### src/rtl/bert_ext_params.svh
// Offsets, field positions, reset values and counts for the tester status block.
// Assumes a 32-bit word-addressed bus: byte address is four times the index.
`ifndef BERT_EXT_PARAMS_SVH
`define BERT_EXT_PARAMS_SVH

// ==========================================
// Register indices
`define IDX_CTRL 14'h1400
`define IDX_LIVE 14'h1401
`define IDX_LAT1 14'h1402
`define IDX_MASK1 14'h1403
`define IDX_LAT2 14'h1404
`define IDX_MASK2 14'h1405
`define IDX_ERRC0 14'h1406
`define IDX_ERRC1 14'h1407
`define IDX_ERRC2 14'h1408

// ==========================================
// Fields and reset values
`define CTRL_ALIGN_BIT 0
`define CTRL_P55_BIT 1
`define CTRL_MASK 8'h03
`define MASK2_MASK 8'h07
`define REG_RESET 8'h00
`define P55_PATTERN_CODE 4'hf

// ==========================================
// Counts
`define RUN_LEN 6'd32

`endif

### src/rtl/bert_ext_pkg.sv
// Types shared by the tester status block and its bench.
// Assumes bert_ext_params.svh is visible for field layouts.
package bert_ext_pkg;

  // ==========================================
  // Receive checker states
  typedef enum logic [1:0] {
    ST_IDLE,
    ST_SEARCH,
    ST_SYNC
  } sync_state_e;

  // ==========================================
  // One received bit from the checker
  typedef struct packed {
    logic valid;
    logic data;
    logic match;
  } rx_bit_s;

  // ==========================================
  // Whole block state
  typedef struct packed {
    logic [7:0] ctrl;
    logic [7:0] mask1;
    logic [7:0] mask2;
    logic [7:0] lat1;
    logic [7:0] lat2;
    logic [3:0] live;
    logic [5:0] ones_cnt;
    logic [5:0] zeros_cnt;
    logic [5:0] match_cnt;
    sync_state_e state;
    logic [31:0] bit_cnt;
    logic [23:0] err_cnt;
    logic ack;
    logic [7:0] dat;
    logic irq;
    logic align;
    logic p55;
  } state_s;

endpackage

### src/rtl/bert_extended_status_irq.sv
// Extended control, live status, latched events and interrupt masks of one tester port.
// Assumes a classic Wishbone master and a checker that flags each received bit and match.
//
// Added by the designer: register access over Wishbone.
`include "bert_ext_params.svh"
`timescale 1ns/1ps
`default_nettype none

module bert_extended_status_irq (
  input wire logic clk_i,
  input wire logic rst_i,
  input wire logic cyc_i,
  input wire logic stb_i,
  input wire logic we_i,
  input wire logic [15:0] adr_i,
  input wire logic [3:0] sel_i,
  input wire logic [31:0] dat_i,
  output logic [31:0] dat_o,
  output logic ack_o,
  input wire bert_ext_pkg::rx_bit_s rx_i,
  input wire logic search_start_i,
  input wire logic [3:0] pattern_select_field_i,
  output logic fifty_five_octet_select_o,
  output logic byte_boundary_align_o,
  output logic irq_o
);
  import bert_ext_pkg::*;

  state_s s;
  state_s n;
  logic hit;
  logic wr;
  logic [13:0] idx;
  logic [7:0] rd;
  logic [7:0] clr1;
  logic [7:0] clr2;
  logic [7:0] set1;
  logic [7:0] set2;
  logic err;
  logic bit_wrap;
  logic err_wrap;
  logic rd_lat1;
  logic rd_lat2;
  logic wr_lat1;
  logic wr_lat2;
  logic [7:0] lat2_wmask;

  // ==========================================
  // Bus decode
  // Ack low gates a held request, so each access is taken once
  assign idx = adr_i[15:2];
  assign hit = cyc_i & stb_i & ~s.ack;
  assign wr = hit & we_i & sel_i[0];
  assign rd_lat1 = hit & ~we_i & (idx == `IDX_LAT1);
  assign rd_lat2 = hit & ~we_i & (idx == `IDX_LAT2);
  assign wr_lat1 = wr & (idx == `IDX_LAT1);
  assign wr_lat2 = wr & (idx == `IDX_LAT2);
  assign lat2_wmask = `MASK2_MASK;

  // ==========================================
  // Per-bit clear of latched events
  // Read returns then clears; a one written clears as well
  genvar g;
  generate
    for (g = 0; g < 8; g++) begin : gen_clr
      assign clr1[g] = (rd_lat1 & s.lat1[g]) | (wr_lat1 & dat_i[g]);
      assign clr2[g] = (rd_lat2 & s.lat2[g]) | (wr_lat2 & dat_i[g] & lat2_wmask[g]);
    end
  endgenerate

  // ==========================================
  // Register read mux
  // Unmapped indices read zero
  always_comb begin
    unique case (idx)
      `IDX_CTRL: begin
        rd = s.ctrl;
      end
      `IDX_LIVE: begin
        rd = {4'h0, s.live};
      end
      `IDX_LAT1: begin
        rd = s.lat1;
      end
      `IDX_MASK1: begin
        rd = s.mask1;
      end
      `IDX_LAT2: begin
        rd = s.lat2;
      end
      `IDX_MASK2: begin
        rd = s.mask2;
      end
      `IDX_ERRC0: begin
        rd = s.err_cnt[7:0];
      end
      `IDX_ERRC1: begin
        rd = s.err_cnt[15:8];
      end
      `IDX_ERRC2: begin
        rd = s.err_cnt[23:16];
      end
      default: begin
        rd = 8'h00;
      end
    endcase
  end

  // ==========================================
  // Next state
  always_comb begin
    n = s;
    err = 1'b0;
    bit_wrap = 1'b0;
    err_wrap = 1'b0;
    n.ack = hit;
    n.align = 1'b0;

    // Read data holds until the next access
    if (hit) begin
      n.dat = we_i ? 8'h00 : rd;
    end

    // Live and counter registers ignore writes
    if (wr) begin
      unique case (idx)
        `IDX_CTRL: begin
          n.ctrl = dat_i[7:0] & `CTRL_MASK;
        end
        `IDX_MASK1: begin
          n.mask1 = dat_i[7:0];
        end
        `IDX_MASK2: begin
          n.mask2 = dat_i[7:0] & `MASK2_MASK;
        end
        default: begin
          n.ctrl = s.ctrl;
        end
      endcase
    end

    // A rising edge on the align bit gives one realign pulse
    n.align = n.ctrl[`CTRL_ALIGN_BIT] & ~s.ctrl[`CTRL_ALIGN_BIT];
    n.p55 = n.ctrl[`CTRL_P55_BIT] & (pattern_select_field_i == `P55_PATTERN_CODE);

    // ==========================================
    // Receive bit tracking
    if (rx_i.valid) begin
      if (rx_i.data) begin
        n.zeros_cnt = 6'd0;
        if (s.ones_cnt != `RUN_LEN) begin
          n.ones_cnt = s.ones_cnt + 6'd1;
        end
      end else begin
        n.ones_cnt = 6'd0;
        if (s.zeros_cnt != `RUN_LEN) begin
          n.zeros_cnt = s.zeros_cnt + 6'd1;
        end
      end
      unique case (s.state)
        ST_IDLE: begin
          n.state = s.state;
        end
        ST_SEARCH: begin
          if (!rx_i.match) begin
            n.match_cnt = 6'd0;
          end else if (s.match_cnt == `RUN_LEN - 6'd1) begin
            n.state = ST_SYNC;
          end else begin
            n.match_cnt = s.match_cnt + 6'd1;
          end
        end
        ST_SYNC: begin
          // Errors only mean something once the pattern is locked
          n.bit_cnt = s.bit_cnt + 32'h1;
          bit_wrap = &s.bit_cnt;
          if (!rx_i.match) begin
            err = 1'b1;
            n.err_cnt = s.err_cnt + 24'h1;
            err_wrap = &s.err_cnt;
          end
        end
        default: begin
          // Unused code falls back to idle
          n.state = ST_IDLE;
        end
      endcase
    end
    // A new search overrides any match progress this cycle
    if (search_start_i) begin
      n.state = ST_SEARCH;
      n.match_cnt = 6'd0;
    end

    n.live = {n.ones_cnt == `RUN_LEN, n.zeros_cnt == `RUN_LEN,
              n.state == ST_SEARCH, n.state == ST_SYNC};

    // ==========================================
    // Latched events; a set in the clearing cycle wins
    set1 = {s.live & ~n.live, n.live & ~s.live};
    set2 = {5'h00, err, bit_wrap, err_wrap};
    n.lat1 = (s.lat1 & ~clr1) | set1;
    n.lat2 = (s.lat2 & ~clr2) | set2;
    n.irq = |(n.lat1 & n.mask1) | |(n.lat2 & n.mask2);
  end

  // ==========================================
  // State register
  always_ff @(posedge clk_i) begin
    if (rst_i) begin
      s <= '0;
    end else begin
      s <= n;
    end
  end

  assign dat_o = {24'h000000, s.dat};
  assign ack_o = s.ack;
  assign irq_o = s.irq;
  assign byte_boundary_align_o = s.align;
  assign fifty_five_octet_select_o = s.p55;

endmodule

`default_nettype wire

### config.mk
export PLATFORM = sky130hd
export DESIGN_NAME = bert_extended_status_irq
export DESIGN_NICKNAME = d
export VERILOG_FILES = /design/src/rtl/bert_ext_pkg.sv /design/src/rtl/bert_extended_status_irq.sv
export VERILOG_INCLUDE_DIRS = /design/src /design/src/rtl
export SDC_FILE = /design/constraint.sdc
export NUM_CORES = 1
export LEC_CHECK = 0
export BUFFER_PORTS_ARGS = -buffer_cell sky130_fd_sc_hd__clkbuf_2
export CORE_MARGIN = 5
export CORE_UTILIZATION = 40
export DETAILED_ROUTE_END_ITERATION = 10
export PLACE_DENSITY_LB_ADDON = 0.3
export SLEW_MARGIN = 20
export SYNTH_ARGS = -nofsm -noshare
export SYNTH_HDL_FRONTEND = slang
export SYNTH_SLANG_ARGS = --single-unit
### constraint.sdc
create_clock -name clk_i -period 7.65 [get_ports clk_i]
set_input_delay 1.9125 -clock clk_i [delete_from_list [all_inputs] [get_ports clk_i]]
set_output_delay 1.9125 -clock clk_i [all_outputs]
set_load 0.05 [all_outputs]
==> reports/results.tsv <==
stage	metric	value	unit
route	via count	5347	
power	part of the power in registers	0.437	
cts	library cell used as clock root buffer	clkbuf_16	
min_path	Min-Delay Path Depth	2	
place	Placed Area	6660	um^2
synthesis	Mean Syn Cell Area	8.32	um^2
power	switching fraction of total power	0.246	
synthesis	post-synthesis async set-or-reset flop share	0	
synthesis	Synth Warn #	0	
power	clock network fraction of total power	0.507	
synthesis	total standard cell area after synthesis	6410	um^2
sta	final critical path time including I/O delays and setup	4200	ps
cts	clock tree from TritonCTS	done	
cts	clk buf depth	2	
grt	number of global-route vias before repair	4927	
floorplanning	effective utilization at floorplan	0.405	
route	Vias per Instance	5.21	
sta	FMAX	238	MHz
worst_setup_path	number of cell instances on the worst register-to-register path	7	
floorplanning	horizontal die dimension	137	um
synthesis	Synth Instances	770	
floorplanning	vertical die dimension	137	um
final_layout	diode count	0	
sta	slew of the pin with the lowest slew margin	1060	ps
sta	final setup violating endpoints	0	
synthesis	Synth Area in XOR/XNOR	0.0697	
grt	sum of overflow across all layers after global routing	0	
min_path	startpoint of the tightest hold check path	dat_o[2]	
route	number of DRC markers in iteration 0	346	
route	count of antenna-violating nets left after detailed routing	0	
outcome	result of the run	complete, no violations	
flow_run	count of maximum capacitance violations	0	
route	detailed route wirelength on metal3	660	um
worst_setup_path	maximum fanout count along the critical path	11	
route	total routed wirelength	14900	um
final_layout	count of placed standard cells in the final layout, fillers left out	1026	
synthesis	complex-gate fraction of the synthesized area	0.156	
place	final weighted congestion of routability-driven global placement	0.845	
floorplanning	area of the placeable core	15800	um^2
sta	share of the cycle needed by the critical path after routing	0.549	
power	part of the power in combinational logic	0.056	
sta	final-report hold violation count	0	
power	leakage	2.59	nW
floorplanning	number of I/O pins	101	
cts	number of sinks driven by the clock tree	126	
route	detailed-route wire length per cell	14.6	um
worst_setup_path	setup slack of the most critical reg-to-reg path	4690	ps
floorplanning	total die area	18700	um^2
floorplanning	number of rows created at floorplan	46	
synthesis	share of synthesized area spent on multiplexers	0.0367	
cts	Inserted Clock Buffers	17	
worst_setup_path	Worst setup EP type	flip-flop	
route	total DRC errors in the routed layout	0	
sta	total negative setup slack	0	ps
synthesis	Seq cells post-synth	126	
sta	setup repair after global routing missed its margin	no	
worst_setup_path	Reg2Reg Launch Point	ack_o	
route	routed metal-1 wire length	7010	um
worst_setup_path	arrival time at the worst endpoint	4460	ps
synthesis	most used flip-flop cell after synthesis	dfxtp_1	
route	routed length on met2	7000	um
cts	Clock Latency Late Sink	430	ps
worst_setup_path	Critical Path Start Type	input port	
sta	Worst slew margin	0.285	
synthesis	number of distinct library cells after synthesis	66	
final_layout	signed area change from the synthesized netlist to the final layout	12.8	%
grt	number of antenna violations at the first check in global routing	0	
worst_setup_path	critical path required time	7910	ps
sta	Post-Route Skew	9.44	ps
cts	CTS clk-pin slew, worst paths	60	ps
cts	count of H-tree levels built during CTS	4	
synthesis	largest family of logic cells by synthesized area	simple AND/OR/NAND/NOR gates	
place	Cells after DPL	994	
final_layout	share of cells above drive strength 1	0.131	
power	Cell Int Power	0.00114	W
worst_setup_path	capture instance of the worst register-to-register path	irq_o	
grt	maximum number of pins on one net before global-route repair	77	
sta	worst hold-check slack	446	ps
grt	wire length of the first global-routing pass	24700	um
final_layout	NumNets Final	869	
synthesis	number of enable-type register cells in the synthesized netlist	0	
synthesis	simple-gate area share of the yosys netlist	0.261	
min_path	end of the worst hold path	dat_o[2]	
power	power density cells	210	nW/um^2
cts	CTS Hold Buffers Added	0	
cts	cells resized by post-CTS repair	0	
synthesis	dominant cells by area after synthesis	dfxtp_1 39%, nor2_1 6.9%, xor2_1 4.2%	
synthesis	library cell occupying the most area in the post-synthesis netlist	dfxtp_1	
synthesis	cell with the most instances after synthesis	dfxtp_1	
final_layout	Final Cell Area	7230	um^2
cts	post-CTS setup buffer count	0	
route	uppermost layer routed	met4	
synthesis	fraction of synthesized cell area taken by the top area cell type	0.394	
power	worst voltage drop across the vdd grid	157	uV
min_path	min-delay worst type	reg2reg	
synthesis	top cell types by occurrence after synthesis	126 x dfxtp_1, 117 x nor2_1, 54 x nand2_1	
power	switching power summed over all nets	0.000374	W
synthesis	part of the Yosys area used for sequential elements	0.394	
grt	gr usage total	0.167	
worst_setup_path	critical path class	in2reg	
sta	count of pins over their slew limit	0	
place	Port Buf Inserts	47	
route	number of search-and-repair iterations in the first detailed-routing pass	5	
synthesis	Adder-Cell Fraction of Synth Area	0.0137	
power	post-route total power	0.00152	W
place	post-detail-place hpwl	10800	um
[layout by cell type, fill, tap and decap left out, types with 5 or more instances in the layout]
cell type	netlist	final
dfxtp_1	126	126
nor2_1	117	117
nand2_1	54	54
a21oi_1	52	52
clkbuf_2	0	46
xor2_1	31	31
nand3_1	30	30
conb_1	1	24
a22oi_1	23	23
nand4_1	22	22
nor3_1	20	20
xnor2_1	20	20
mux2i_1	19	19
o21ai_0	18	18
inv_1	17	17
clkbuf_16	0	17
and2_1	14	14
and3_1	13	13
or3_1	11	11
nor2b_1	10	10
a31o_2	9	9
ha_1	7	7
and4_1	5	5
o31ai_1	5	5
a21boi_0	5	5
buf_4	32	5
[layout make-up]
type | count | area (um^2)
fillers | 1586 | 8600
multi-input cells | 584 | 3540
flip-flops and latches | 126 | 2520
clock buffers | 20 | 457
well taps | 216 | 270
repair buffers | 51 | 268
clock inverters | 12 | 114
inverters | 17 | 63.8
[kinds of logic (layout without fill, tap and decap cells)]
group                      Yosys count  count (layout)
xor gates and xnor gates            51              51
other                                1              24
muxes                               23              23
and+or+nand+nor                    329             329
buffers and inverters               83             100
AOI/OAI and AO/OA                  150             150
DFF                                126             126
adders and majority gates            7               7
[worst max-delay path by stage]
stage	from	end	slack, ps	depth (start not counted)
2_1_floorplan	adr_i[7]	irq_o	3600	8
3_3_place_gp	adr_i[13]	irq_o	3030	8
3_5_place_dp	adr_i[13]	irq_o	3030	8
4_1_cts	adr_i[13]	irq_o	3460	8
5_1_grt	adr_i[7]	irq_o	3190	8
6_report	adr_i[13]	irq_o	3450	8
[layer usage]
layer	vias to the layer above	track usage
met1	2473	0.215
met3	20	0.0404
met4	0	0.0616
met5	-	0
li1	2741	-
met2	113	0.271
[worst max-delay path: stages]
cell and delay [ps]:
clkbuf_2 90, nor4bb_1 450, nand3_1 470, nor2_1 740, a21boi_0 250, a32oi_1 240, o2111a_1 200, a41oi_1 100
[through the flow]
stage | util | setup slack, ps
global placement | 0.421 | 3030
floorplan | - | 3600
CTS | 0.457 | 3460
finish | 0.457 | 3450
global route | 0.457 | 3190
detailed placement | 0.421 | 3030
[state kept, by name, indices dropped and copies added (netlist names)]
register / flops
s: 114
dat_o: 8
ack_o: 1
byte_boundary_align_o: 1
fifty_five_octet_select_o: 1
irq_o: 1
[power by group through the flow]
stage	sequential, W	combinational (W)	clock, W
finish	0.000663	0.0000852	0.000769
global route	0.000663	0.0000933	0.000822
CTS	0.000663	0.0000855	0.000787
detailed placement	0.000677	0.0000852	0
global placement	0.000677	0.0000850	0
floorplan	0.000677	0.0000712	0
No activity file was read; power rests on OpenSTA's default activity.
